==> src/hdl/bsup_regs.svh <==
// register offsets, reset values and timing counts of the buck supervisor
`ifndef BSUP_REGS_SVH
`define BSUP_REGS_SVH

// ==========================================================================
// register map
`define BSUP_CTRL_OFS 8'h00
`define BSUP_DUTY_OFS 8'h04
`define BSUP_PERIOD_OFS 8'h08
`define BSUP_STATUS_OFS 8'h0C
`define BSUP_SYNC_EN_BIT 0
`define BSUP_CTRL_RST 32'h0000_0001
`define BSUP_DUTY_RST 8'h08
`define BSUP_PERIOD_RST 8'h2A

// ==========================================================================
// timing
`define BSUP_CLK_NS 40
`define BSUP_BLANK_NS 160
`define BSUP_BLANK_CYC ((`BSUP_BLANK_NS + `BSUP_CLK_NS - 1) / `BSUP_CLK_NS)
`define BSUP_OFF_NS 200
`define BSUP_OFF_CYC ((`BSUP_OFF_NS + `BSUP_CLK_NS - 1) / `BSUP_CLK_NS)
`define BSUP_MIN_ON_NS 50
`define BSUP_MIN_ON_CYC ((`BSUP_MIN_ON_NS + `BSUP_CLK_NS - 1) / `BSUP_CLK_NS)
`define BSUP_HICCUP_CYC 4096
`define BSUP_PG_DELAY_CYC 256
`define BSUP_PB_PULSES 8

`endif

==> src/hdl/bsup_pkg.sv <==
// types shared by the buck supervisor modules
package bsup_pkg;

  // ==========================================================================
  // supervisor states
  typedef enum logic [2:0] {
    S_OFF,
    S_RUN,
    S_SSHOLD,
    S_HICCUP,
    S_THERM,
    S_OVT,
    S_OVL
  } bsup_state_t;

endpackage

==> src/hdl/bsup_cmp_if.sv <==
// synchronised comparator levels passed from the synchroniser to the core
`timescale 1ns/1ps
`default_nettype none

interface bsup_cmp_if;
  logic vcc_ok;
  logic en_ok;
  logic ss_low;
  logic ss_done;
  logic overcurrent_latch;
  logic temp;
  logic win;
  logic overvoltage_trip;
  logic seq_hi;
  logic sync;

  modport src (output vcc_ok, en_ok, ss_low, ss_done, overcurrent_latch, temp, win, overvoltage_trip, seq_hi, sync);
  modport dst (input vcc_ok, en_ok, ss_low, ss_done, overcurrent_latch, temp, win, overvoltage_trip, seq_hi, sync);
endinterface

`default_nettype wire

==> src/hdl/bsup_sync.sv <==
// two-stage synchronisers for all analog comparator and sync inputs
`timescale 1ns/1ps
`default_nettype none

module bsup_sync (
  input wire logic clk_in,
  input wire logic rst_in,
  input wire logic vcc_ok_in,
  input wire logic en_ok_in,
  input wire logic ss_low_in,
  input wire logic ss_done_in,
  input wire logic ocp_cmp_in,
  input wire logic temp_trip_in,
  input wire logic vsns_win_in,
  input wire logic ovp_cmp_in,
  input wire logic seq_hi_in,
  input wire logic sync_in,
  bsup_cmp_if.src cmp
);
  logic [9:0] raw;
  logic [9:0] s1;
  logic [9:0] s2;

  assign raw = {sync_in, seq_hi_in, ovp_cmp_in, vsns_win_in, temp_trip_in,
                ocp_cmp_in, ss_done_in, ss_low_in, en_ok_in, vcc_ok_in};

  // ==========================================================================
  // synchroniser chain, first stage read only by the second
  for (genvar i = 0; i < 10; i++) begin : g_sync
    always_ff @(posedge clk_in) begin
      if (rst_in) begin
        s1[i] <= 1'b0;
        s2[i] <= 1'b0;
      end else begin
        s1[i] <= raw[i];
        s2[i] <= s1[i];
      end
    end
  end

  assign cmp.vcc_ok = s2[0];
  assign cmp.en_ok = s2[1];
  assign cmp.ss_low = s2[2];
  assign cmp.ss_done = s2[3];
  assign cmp.overcurrent_latch = s2[4];
  assign cmp.temp = s2[5];
  assign cmp.win = s2[6];
  assign cmp.overvoltage_trip = s2[7];
  assign cmp.seq_hi = s2[8];
  assign cmp.sync = s2[9];
endmodule // bsup_sync

`default_nettype wire

==> src/hdl/bsup_top.sv <==
// buck regulator fault and power-good supervisor with apb registers
//
// Implementation choices: the APB interface to the registers and the address map.
`timescale 1ns/1ps
`default_nettype none
`include "bsup_regs.svh"

module bsup_top
  import bsup_pkg::*;
(
  input wire logic clk_in,
  input wire logic rst_in,
  input wire logic psel_in,
  input wire logic penable_in,
  input wire logic pwrite_in,
  input wire logic [7:0] paddr_in,
  input wire logic [31:0] pwdata_in,
  output logic [31:0] prdata_out,
  output logic pready_out,
  output logic pslverr_out,
  input wire logic vcc_ok_in,
  input wire logic en_ok_in,
  input wire logic ss_low_in,
  input wire logic ss_done_in,
  input wire logic ocp_cmp_in,
  input wire logic temp_trip_in,
  input wire logic vsns_win_in,
  input wire logic ovp_cmp_in,
  input wire logic seq_hi_in,
  input wire logic sync_in,
  output logic hs_gate_out,
  output logic ls_gate_out,
  output logic drv_hiz_out,
  output logic ss_discharge_out,
  output logic ref_sel_out,
  output logic pgood_out,
  output logic pgood_oe_out,
  output logic overcurrent_latch_out
);
  localparam int BLANK_CYC = `BSUP_BLANK_CYC;
  localparam int OFF_CYC = `BSUP_OFF_CYC;
  localparam int MIN_ON_CYC = `BSUP_MIN_ON_CYC;
  localparam int HICCUP_CYC = `BSUP_HICCUP_CYC;
  localparam int PG_CYC = `BSUP_PG_DELAY_CYC;
  localparam int PB_PULSES = `BSUP_PB_PULSES;

  bsup_cmp_if c ();

  bsup_sync u_sync (
    .clk_in(clk_in),
    .rst_in(rst_in),
    .vcc_ok_in(vcc_ok_in),
    .en_ok_in(en_ok_in),
    .ss_low_in(ss_low_in),
    .ss_done_in(ss_done_in),
    .ocp_cmp_in(ocp_cmp_in),
    .temp_trip_in(temp_trip_in),
    .vsns_win_in(vsns_win_in),
    .ovp_cmp_in(ovp_cmp_in),
    .seq_hi_in(seq_hi_in),
    .sync_in(sync_in),
    .cmp(c)
  );

  bsup_state_t state;
  logic [7:0] period;
  logic [7:0] duty;
  logic sync_en;
  logic [7:0] phase_cnt;
  logic sync_d;
  logic pb_armed;
  logic [1:0] ls_step;
  logic [2:0] pb_cnt;
  logic [3:0] blank_cnt;
  logic [12:0] hic_cnt;
  logic [8:0] pg_cnt;
  logic ocl;
  logic por;
  logic running;
  logic tick;
  logic sync_rise;
  logic prebias_done;
  logic [7:0] max_on;
  logic [7:0] on_eff;
  logic [7:0] off_len;
  logic [7:0] ls_pos;
  logic [2:0] ls_mult;
  logic [10:0] ls_prod;
  logic skip;
  logic cyc_live;
  logic [7:0] duty_cur;
  logic hs_cmd;
  logic ls_cmd;
  logic oc_detect;
  logic hic_done;
  logic pg_cond;
  logic apb_wr;

  // ==========================================================================
  // power-on-ready and switching oscillator
  assign por = c.vcc_ok & c.en_ok;
  assign running = (state == S_RUN);
  assign prebias_done = (ls_step == 2'd3);
  assign sync_rise = c.sync & ~sync_d;
  // once the pre-bias ramp is done and sync_en is set, an early sync edge truncates the cycle; free-run period otherwise
  assign tick = (phase_cnt >= period - 8'd1) |
                (sync_rise & sync_en & prebias_done);

  always_ff @(posedge clk_in) begin
    if (rst_in) begin
      sync_d <= 1'b0;
      phase_cnt <= 8'h00;
    end else begin
      sync_d <= c.sync;
      phase_cnt <= tick ? 8'h00 : phase_cnt + 8'd1;
    end
  end

  // ==========================================================================
  // pulse widths
  // a period shorter than the off time plus minimum on-time only skips
  assign max_on = (period > 8'(OFF_CYC)) ? period - 8'(OFF_CYC) : 8'h00;
  assign on_eff = (duty_cur > max_on) ? max_on : duty_cur;
  assign skip = (on_eff < 8'(MIN_ON_CYC));
  assign off_len = period - on_eff;
  assign ls_pos = phase_cnt - on_eff;
  assign ls_mult = {1'b0, ls_step} + 3'd1;
  assign ls_prod = 11'(off_len) * 11'(ls_mult);
  assign hs_cmd = running & cyc_live & ~skip & (phase_cnt < on_eff);
  assign ls_cmd = running & pb_armed & (phase_cnt >= on_eff) &
                  (ls_pos < ls_prod[9:2]);

  // ==========================================================================
  // pre-bias low-side ramp
  always_ff @(posedge clk_in) begin
    if (rst_in || !running) begin
      pb_armed <= 1'b0;
      ls_step <= 2'd0;
      pb_cnt <= 3'd0;
      cyc_live <= 1'b0;
      duty_cur <= `BSUP_DUTY_RST;
    end else begin
      cyc_live <= cyc_live | tick; // no partial first pulse on entry
      duty_cur <= tick ? duty : duty_cur; // a duty write never cuts a pulse
      if (hs_cmd) begin
        pb_armed <= 1'b1;
      end
      if (tick && pb_armed && !prebias_done) begin
        if (pb_cnt == 3'(PB_PULSES - 1)) begin
          pb_cnt <= 3'd0;
          ls_step <= ls_step + 2'd1;
        end else begin
          pb_cnt <= pb_cnt + 3'd1;
        end
      end
    end
  end

  // ==========================================================================
  // current sense blanking and overcurrent
  always_ff @(posedge clk_in) begin
    if (rst_in || !ls_gate_out) begin
      blank_cnt <= 4'd0;
    end else if (blank_cnt < 4'(BLANK_CYC)) begin
      blank_cnt <= blank_cnt + 4'd1;
    end
  end

  assign oc_detect = running & ls_gate_out & (blank_cnt >= 4'(BLANK_CYC)) & c.overcurrent_latch;
  assign hic_done = (state == S_HICCUP) & tick & (hic_cnt == 13'(HICCUP_CYC - 1));

  always_ff @(posedge clk_in) begin
    if (rst_in || !por) begin
      ocl <= 1'b0;
    end else if (oc_detect) begin
      ocl <= 1'b1;
    end else if (hic_done) begin
      ocl <= 1'b0;
    end
  end

  // counts switching cycles, not clocks, so the hold tracks the frequency
  always_ff @(posedge clk_in) begin
    if (rst_in || state != S_HICCUP) begin
      hic_cnt <= 13'd0;
    end else if (tick) begin
      hic_cnt <= hic_cnt + 13'd1;
    end
  end

  // ==========================================================================
  // supervisor state machine
  always_ff @(posedge clk_in) begin
    if (rst_in || !por) begin
      state <= S_OFF;
    end else if (c.overvoltage_trip && state != S_OVT && state != S_OVL) begin
      state <= S_OVT;
    end else if (c.temp && state != S_OVT && state != S_OVL) begin
      state <= S_THERM;
    end else begin
      unique case (state)
        S_OFF: state <= S_RUN;
        S_RUN: begin
          if (c.ss_low) begin
            state <= S_SSHOLD;
          end else if (oc_detect) begin
            state <= S_HICCUP;
          end
        end
        S_SSHOLD: if (!c.ss_low) state <= S_RUN;
        S_HICCUP: if (hic_done) state <= S_RUN;
        S_THERM: state <= S_RUN;
        S_OVT: if (!c.overvoltage_trip) state <= S_OVL;
        S_OVL: state <= S_OVL;
      endcase
    end
  end

  // ==========================================================================
  // gate drivers, soft-start and reference selection
  always_ff @(posedge clk_in) begin
    if (rst_in) begin
      hs_gate_out <= 1'b0;
      ls_gate_out <= 1'b0;
      drv_hiz_out <= 1'b1;
      ss_discharge_out <= 1'b1;
      ref_sel_out <= 1'b0;
    end else begin
      hs_gate_out <= hs_cmd;
      ls_gate_out <= ls_cmd | (state == S_OVT);
      drv_hiz_out <= (state == S_OFF);
      ss_discharge_out <= (state == S_OFF) | (state == S_HICCUP) |
                          (state == S_THERM);
      ref_sel_out <= c.seq_hi;
    end
  end

  // ==========================================================================
  // power good
  assign pg_cond = running & c.ss_done & c.win;

  always_ff @(posedge clk_in) begin
    if (rst_in || !pg_cond) begin
      pg_cnt <= 9'd0;
    end else if (tick && pg_cnt < 9'(PG_CYC)) begin
      pg_cnt <= pg_cnt + 9'd1;
    end
  end

  // pin only ever pulls low; the high level comes from the board pull-up
  always_ff @(posedge clk_in) begin
    if (rst_in) begin
      pgood_out <= 1'b0;
      pgood_oe_out <= 1'b1;
      overcurrent_latch_out <= 1'b0;
    end else begin
      pgood_out <= 1'b0;
      pgood_oe_out <= ~(pg_cond & (pg_cnt == 9'(PG_CYC)));
      overcurrent_latch_out <= ocl;
    end
  end

  // ==========================================================================
  // apb slave, one wait-free access phase
  assign apb_wr = psel_in & penable_in & pwrite_in & pready_out;

  always_ff @(posedge clk_in) begin
    if (rst_in) begin
      sync_en <= 1'(`BSUP_CTRL_RST);
      duty <= `BSUP_DUTY_RST;
      period <= `BSUP_PERIOD_RST;
    end else if (apb_wr) begin
      unique case (paddr_in)
        `BSUP_CTRL_OFS: sync_en <= pwdata_in[`BSUP_SYNC_EN_BIT];
        `BSUP_DUTY_OFS: duty <= pwdata_in[7:0];
        `BSUP_PERIOD_OFS: period <= pwdata_in[7:0];
        default: ;
      endcase
    end
  end

  always_ff @(posedge clk_in) begin
    if (rst_in) begin
      pready_out <= 1'b0;
      prdata_out <= 32'h0000_0000;
      pslverr_out <= 1'b0;
    end else begin
      pready_out <= psel_in & ~penable_in;
      pslverr_out <= 1'b0;
      prdata_out <= 32'h0000_0000;
      if (psel_in && !penable_in) begin
        unique case (paddr_in)
          `BSUP_CTRL_OFS: prdata_out <= {31'h0, sync_en};
          `BSUP_DUTY_OFS: prdata_out <= {24'h0, duty};
          `BSUP_PERIOD_OFS: prdata_out <= {24'h0, period};
          `BSUP_STATUS_OFS: prdata_out <= {24'h0, state, ~pgood_oe_out,
                                           ocl, prebias_done, ref_sel_out, skip};
          default: pslverr_out <= 1'b1;
        endcase
      end
    end
  end
endmodule // bsup_top

`default_nettype wire

==> config.mk <==
export PLATFORM = sky130hd
export DESIGN_NAME = bsup_top
export DESIGN_NICKNAME = d
export VERILOG_FILES = /design/src/hdl/bsup_pkg.sv /design/src/hdl/bsup_cmp_if.sv /design/src/hdl/bsup_sync.sv /design/src/hdl/bsup_top.sv
export VERILOG_INCLUDE_DIRS = /design/src /design/src/hdl
export SDC_FILE = /design/constraint.sdc
export NUM_CORES = 1
export LEC_CHECK = 0
export BUFFER_PORTS_ARGS = -buffer_cell sky130_fd_sc_hd__buf_4
export CAP_MARGIN = 25
export CORE_MARGIN = 1
export CORE_UTILIZATION = 45
export CTS_CLUSTER_SIZE = 10
export DETAILED_ROUTE_END_ITERATION = 8
export PLACE_DENSITY = 0.65
export SLEW_MARGIN = 10
export SYNTH_ARGS = -nofsm -noshare
export SYNTH_HDL_FRONTEND = slang
export SYNTH_SLANG_ARGS = --single-unit
==> constraint.sdc <==
create_clock -name clk_in -period 8.79 [get_ports clk_in]
set_input_delay 0.4395 -clock clk_in [delete_from_list [all_inputs] [get_ports clk_in]]
set_output_delay 0.4395 -clock clk_in [all_outputs]
set_load 0.01 [all_outputs]
==> results of run 1 <==
==> metal layers <==
layer  up-vias  wire length, µm  track usage
li1       2783                -            -
met1      2430             7201       0.2656
met2       120             6249       0.2915
met3        18              541      0.02663
met4         0              327      0.07867
met5         -                0            0
==> registers in the layout, summed over array words and instances (netlist names), 2 cells and up <==
name        cells
blank_cnt       4
duty            8
duty_cur        8
hic_cnt        13
ls_step         2
pb_cnt          3
period          8
pg_cnt          9
phase_cnt       8
prdata_out      8
state           3
u_sync.s1      10
==> per-stage QoR <==
step	util	setup slack, ns	instances
2_1_floorplan	-	1.165	832
3_3_place_gp	0.4894	0.6033	1010
3_5_place_dp	0.4894	0.5355	1010
5_1_grt	0.5112	0.05089	1026
4_1_cts	0.5107	0.5171	1026
6_report	0.5112	0.6210	1026
==> area by class of cell <==
type                       instances  area share
multi-input combinational        620      0.5600
sequential                       108      0.2899
timing repair buffer              56     0.05637
clock buffer                      12     0.03439
tap                              184     0.03087
inverter                          42     0.02114
clock inverter                     4    0.007381
==> cells in the mapped netlist (all sizes together), types with 2 or more instances <==
cell	instances	area, µm²
dfxtp	108	2162
mux4	2	45.04
nand4b	3	26.28
or3	6	37.54
fa	7	140.1
nor2	94	352.8
a22oi	8	60.06
a211o	6	52.55
mux2i	25	250.2
maj3	5	55.05
and4	2	17.52
nor4	8	50.05
a21o	8	67.56
a21oi	47	250.3
o21bai	3	22.52
nor4b	3	26.28
a31o	2	17.52
nand2b	16	107.6
o21ai	23	115.1
nor3b	2	15.01
xnor2	34	297.8
buf	32	219.0
mux2	6	71.31
nor2b	35	219.0
xor2	19	166.4
and3	6	42.54
a211oi	10	75.07
nand3	23	115.1
inv	42	157.7
and2	4	25.02
nand4	10	62.56
a31oi	5	31.28
nand2	67	251.5
nand3b	6	45.04
a2111oi	2	18.77
o211ai	3	22.52
nor3	21	105.1
ha	50	625.6
or2	6	37.54
o21a	3	22.52
clkbuf	30	112.6
o31ai	3	22.52
==> kinds of logic after synthesis <==
kind of cell    Yosys count
compound gates          132
other cells               1
fa+ha+maj                62
mux                      33
xor+xnor                 53
simple gates            315
flops                   108
buf+inv                 104
==> worst paths after layout <==
| kind | slack, ns | end | startpoint |
|---|---|---|---|
| worst max-delay path | 0.62 | ls_gate_out$_SDFF_PP0_ | period[1]$_SDFFE_PP1P_ |
| worst min-delay path | 0.28 | pready_out$_SDFF_PP0_ | penable_in |
| worst max register to register | 0.62 | ls_gate_out$_SDFF_PP0_ | period[1]$_SDFFE_PP1P_ |
| worst min register to register | 0.43 | u_sync.cmp.ss_done$_SDFF_PP0_ | u_sync.s1[3]$_SDFF_PP0_ |
==> power by group through the flow <==
stage          registers, W  clock network, W  logic (W)
6_report           0.000500          0.000415  0.0000461
5_1_grt            0.000500          0.000447  0.0000518
4_1_cts            0.000500          0.000425  0.0000463
3_5_place_dp       0.000511                 0  0.0000461
3_3_place_gp       0.000511                 0  0.0000456
2_1_floorplan      0.000509                 0  0.0000387
==> what timing repair did <==
item                                   4_1_cts  5_1_grt
endpoints found under the hold margin        0        0
setup endpoints to repair                    0        1
resized for setup                            0        1
==> results.sh, run 1 <==
export IMPL_status="finished clean"
export IMPL_clkTransAtPathRegs_ns=0.07
export IMPL_cts_path_max_buffers=2
export IMPL_hold_path_class="input pin to flip-flop"
export IMPL_route_antenna_remaining_nets=0
export IMPL_placement_io_buffers=47
export IMPL_wire_per_inst_um=13.96
export IMPL_worstSetupPathType="flip-flop to flip-flop"
export IMPL_cts_buffers_inserted=9
export IMPL_synth_warnings=0
export IMPL_reg2regPathDepth=34
export IMPL_drcViolationCount=0
export IMPL_worstSetupEndpointType="flip-flop"
export IMPL_setup_viol=0
export IMPL_synth_ff_type="sky130_fd_sc_hd__dfxtp_1"
export IMPL_final_cell_mix="108 x sky130_fd_sc_hd__dfxtp_1, 94 x sky130_fd_sc_hd__nor2_1, 67 x sky130_fd_sc_hd__nand2_1"
export IMPL_grt_first_pass_wirelength_mm=23.94
export IMPL_p_comb_frac=0.048
export IMPL_pd_cells_nw_per_um2=128.9
export IMPL_post_synthesis_mux_area_share=0.05447
export IMPL_p_sw_w=0.0002056
export IMPL_seq_area_frac_synth=0.3212
export IMPL_number_of_global_route_vias_before_repair=4902
export IMPL_period_minus_slack_ns=8.169
export IMPL_core_um2=14590
export IMPL_static_leakage_power_nw=3.026
export IMPL_sequential_cell_area_um2=2162
export IMPL_netlist_area_um2=6730
export IMPL_cp_buffers_inverters=4
export IMPL_p_sw_frac=0.2139
export IMPL_p_int_w=0.0007557
export IMPL_maxSlewHeadroom=0.5490
export IMPL_netlist_instances=808
export IMPL_critical_path_top_delay_family="compound AO/OA/AOI/OAI gates"
export IMPL_routed_via_density=5.215
export IMPL_dp_final_hpwl_mm=10.89
export IMPL_synth_adder_area_share=0.1220
export IMPL_place_congestion=0.8887
export IMPL_initial_antenna_violation_count=0
export IMPL_yosys_area_share_simple=0.2322
export IMPL_design_area_um2=7458
export IMPL_grt_overflow_total=0
export IMPL_synth_async_sr_flop_share=0
export IMPL_clock_root_cell="sky130_fd_sc_hd__clkbuf_16"
export IMPL_drt_first_pass_iters=5
export IMPL_fin_setup_tns_ns=0
export IMPL_post_cts_setup_buffers=0
export IMPL_clkSinkCount=108
export IMPL_synth_compound_area_share=0.1279
export IMPL_required_ns=9.04
export IMPL_max_cap_viols=0
export IMPL_synth_edff_count=0
export IMPL_routed_wl_mm=14.32
export IMPL_groute_usage_overall=0.1897
export IMPL_relative_contribution_of_sequential_cells_to_total_power=0.520
export IMPL_hold_buffers=0
export IMPL_setup_worst_path_start_class="flip-flop"
export IMPL_cpPeakStageDelay_ns=0.54
export IMPL_max_clock_freq_mhz=122.4
export IMPL_vdd_ir_drop_worst_v=0.0001215
export IMPL_num_vias=5351
export IMPL_final_clock_skew_ns=0.009065
export IMPL_cts_tree="done"
export IMPL_hold_viol=0
export IMPL_ys_types=67
export IMPL_die_x_um=124.3
export IMPL_clock_latency_at_the_later_pin_of_the_worst_skew_pair_ns=0.34
export IMPL_critPathMostFrequentCell="sky130_fd_sc_hd__ha_1"
export IMPL_initial_core_util=0.4613
export IMPL_mean_instance_size_in_the_synthesized_netlist_um2=8.329
export IMPL_detailedRoute_firstIterationViolations=235
export IMPL_floorplan_io_pins=97
export IMPL_largest_net_degree_at_the_start_of_global_routing=52
export IMPL_commonest_non_fill_non_tap_cell_in_the_layout="sky130_fd_sc_hd__dfxtp_1"
export IMPL_filler_cell_count=1349
export IMPL_layout_area_overhead_vs_synth_pct=10.82
export IMPL_synth_xor_area_share=0.06897
export IMPL_crit_cells=34
export IMPL_holdWs_ns=0.2808
export IMPL_synth_top_family_by_area="simple AND/OR/NAND/NOR gates"
export IMPL_htree_levels=3
export IMPL_fp_dieArea_um2=15450
export IMPL_tightestPinTransition_ns=0.6748
export IMPL_fp_dieH_um=124.3
export IMPL_report_power_total_w=0.0009613
export IMPL_nNetsFinal=949
export IMPL_rows=44
export IMPL_clockPowerShare=0.432
export IMPL_critical_path_max_fanout=5
export IMPL_critPathSlowestCell="sky130_fd_sc_hd__fa_1"
export IMPL_drive_gt1_frac=0.1152
export IMPL_detailed_place_area_um2=7139
export IMPL_area_taken_by_multi_input_logic_gates_um2=4177
export IMPL_ys_ff_latch=108
export IMPL_min_period_over_period=0.9293
export IMPL_grt_setup_unrepaired="false"
export IMPL_worstHoldPathCells=2
export IMPL_drv_slew=0
export IMPL_antenna_cells_inserted=0
export IMPL_critPathArrivalTime_ns=8.42
Note: power is estimated with default switching activity, not from simulation.
==> run 2, diff against run 1 <==
--- a/config.mk
+++ b/config.mk
@@ -12,7 +12,7 @@
 export CORE_UTILIZATION = 45
 export CTS_CLUSTER_SIZE = 10
 export DETAILED_ROUTE_END_ITERATION = 8
-export PLACE_DENSITY = 0.65
+export PLACE_DENSITY = 0.77
 export SLEW_MARGIN = 10
 export SYNTH_ARGS = -nofsm -noshare
 export SYNTH_HDL_FRONTEND = slang
==> constraint.sdc (replaced) <==
create_clock -name clk_in -period 10.5 [get_ports clk_in]
set_input_delay 0.525 -clock clk_in [delete_from_list [all_inputs] [get_ports clk_in]]
set_output_delay 0.525 -clock clk_in [all_outputs]
set_load 0.01 [all_outputs]
==> run 2 against run 1 <==
Sequential power decreased by 16%. Clock power is 23% lower. Clock skew is 0.0019 ns lower. Non-clock buffer count shrank 7. Hold slack gained 0.075 ns. Register-to-register slack improved by 0.81 ns. Via count rose by 0.90%. Core utilization decreased by 0.58 points. Setup slack improved by 0.81 ns. Global-route usage down 0.72 points. Cell area fell by 1.1%. Highest routed layer unchanged.
==> results.sh, run 2 (synthesis gave the netlist of run 1 again) <==
export IMPL_tightestPinTransition_ns=0.8655
export IMPL_final_clock_skew_ns=0.007190
export IMPL_detailed_place_area_um2=7087
export IMPL_largest_register_ffs=13
export IMPL_largest_net_degree_at_the_start_of_global_routing=52
export IMPL_period_minus_slack_ns=9.069
export IMPL_post_cts_resize_count=0
export IMPL_hold_path_class="input pin to flip-flop"
export IMPL_min_period_over_period=0.8637
export IMPL_wire_per_inst_um=13.53
export IMPL_route_antenna_remaining_nets=0
export IMPL_hold_buffers=0
export IMPL_worstSetupEndpointType="flip-flop"
export IMPL_clkTransAtPathRegs_ns=0.07
export IMPL_dp_final_hpwl_mm=10.56
export IMPL_initial_antenna_violation_count=0
export IMPL_rows=44
export IMPL_layout_area_overhead_vs_synth_pct=9.556
export IMPL_vdd_ir_drop_worst_v=0.0001229
export IMPL_grt_util_met2=0.3042
export IMPL_placement_io_buffers=47
export IMPL_fin_setup_tns_ns=0
export IMPL_critPathSlowestCell="sky130_fd_sc_hd__nor2_1"
export IMPL_drcViolationCount=0
export IMPL_drt_first_pass_iters=5
export IMPL_fp_dieH_um=124.3
export IMPL_area_taken_by_multi_input_logic_gates_um2=4169
export IMPL_pd_cells_nw_per_um2=105.4
export IMPL_grt_setup_unrepaired="false"
export IMPL_num_vias=5399
export IMPL_cts_path_max_buffers=2
export IMPL_commonest_non_fill_non_tap_cell_in_the_layout="sky130_fd_sc_hd__dfxtp_1"
export IMPL_max_cap_viols=0
export IMPL_grt_overflow_total=0
export IMPL_max_clock_freq_mhz=110.3
export IMPL_cts_tree="done"
export IMPL_filler_cell_count=1380
export IMPL_cts_buffers_inserted=9
export IMPL_critical_path_max_fanout=13
export IMPL_status="finished clean"
export IMPL_required_ns=10.76
export IMPL_critPathArrivalTime_ns=9.33
export IMPL_nNetsFinal=942
export IMPL_routed_via_density=5.298
export IMPL_initial_core_util=0.4613
export IMPL_maxSlewHeadroom=0.4209
export IMPL_drive_gt1_frac=0.1078
export IMPL_htree_levels=3
export IMPL_drv_slew=0
export IMPL_groute_usage_overall=0.1825
export IMPL_clkSinkCount=108
export IMPL_number_of_global_route_vias_before_repair=4927
export IMPL_sequential_cell_area_um2=2162
export IMPL_detailedRoute_firstIterationViolations=321
export IMPL_grt_first_pass_wirelength_mm=23.31
export IMPL_dp_worst_setup_slack_ns=1.471
export IMPL_final_critical_path_setup_slack_ns=1.431
export IMPL_setup_viol=0
export IMPL_post_cts_setup_buffers=0
export IMPL_routed_wl_mm=13.78
export IMPL_fp_dieArea_um2=15450
export IMPL_cp_buffers_inverters=4
export IMPL_cpPeakStageDelay_ns=0.68
export IMPL_max_flop_register="hic_cnt"
export IMPL_setup_worst_path_start_class="flip-flop"
export IMPL_reg_largest_list="hic_cnt (13), u_sync.s1 (10), pg_cnt (9)"
export IMPL_final_core_utilization=0.5054
export IMPL_globalRouteMet1Util=0.2389
export IMPL_antenna_cells_inserted=0
export IMPL_critical_path_top_delay_family="simple AND/OR/NAND/NOR gates"
export IMPL_report_power_total_w=0.0007774
export IMPL_groute_layer_met3_usage=0.03737
export IMPL_final_cell_mix="108 x sky130_fd_sc_hd__dfxtp_1, 94 x sky130_fd_sc_hd__nor2_1, 67 x sky130_fd_sc_hd__nand2_1"
export IMPL_clock_latency_at_the_later_pin_of_the_worst_skew_pair_ns=0.35
export IMPL_critPathMostFrequentCell="sky130_fd_sc_hd__ha_1"
export IMPL_place_congestion=0.9309
export IMPL_static_leakage_power_nw=2.979
export IMPL_core_um2=14590
export IMPL_grt_busiest_layer="met2"
export IMPL_clock_root_cell="sky130_fd_sc_hd__clkbuf_16"
export IMPL_hold_viol=0
export IMPL_design_area_um2=7373
export IMPL_die_x_um=124.3
export IMPL_floorplan_io_pins=97
export IMPL_worstSetupPathType="flip-flop to flip-flop"
## run 2: cell count changes in the layout (fill, tap and decap cells not counted), sizes merged
| cell | before | now |
|---|---|---|
| buf | 56 | 49 |
| clkinv | 1 | 2 |
| clkinvlp | 1 | 3 |
| clkbuf | 12 | 10 |
| bufinv | 1 | 0 |
## run 2: routing by layer
| metal | wire, µm | up-vias |
|---|---|---|
| li1 | - | 2769 |
| met1 | 6574 | 2486 |
| met2 | 6409 | 126 |
| met3 | 623 | 18 |
| met4 | 175 | 0 |
| met5 | 0 | - |
## run 2: area by class of cell
cell class,instances,share of cell area
clock inverter,6,0.006448
tap,184,0.03122
clock buffer,10,0.03241
sequential,108,0.2932
timing repair buffer,49,0.04989
inverter,42,0.02138
multi-input combinational,620,0.5654
## run 2: power by group
group          switching (W)  internal (W)  total (W)
registers         0.00000382      0.000414   0.000418
logic              0.0000197     0.0000189  0.0000386
clock network       0.000152      0.000169   0.000321
total               0.000175      0.000602   0.000777
## run 2: final timing paths
check,slack (ns),end,startpoint,cells past startpoint
hold reg to reg,0.44,u_sync.cmp.overvoltage_trip$_SDFF_PP0_,u_sync.s1[7]$_SDFF_PP0_,1
setup / recovery,1.43,ls_gate_out$_SDFF_PP0_,period[1]$_SDFFE_PP1P_,35
setup reg to reg,1.43,ls_gate_out$_SDFF_PP0_,period[1]$_SDFFE_PP1P_,35
hold / removal,0.36,pready_out$_SDFF_PP0_,penable_in,2
## run 2: stage by stage
stage	instances	hold WS (ns)
after floorplan	832	0.4138
after global placement	1003	0.4191
after detailed placement	1003	0.4204
after CTS	1019	0.3508
after global routing	1019	0.3590
final	1019	0.3556
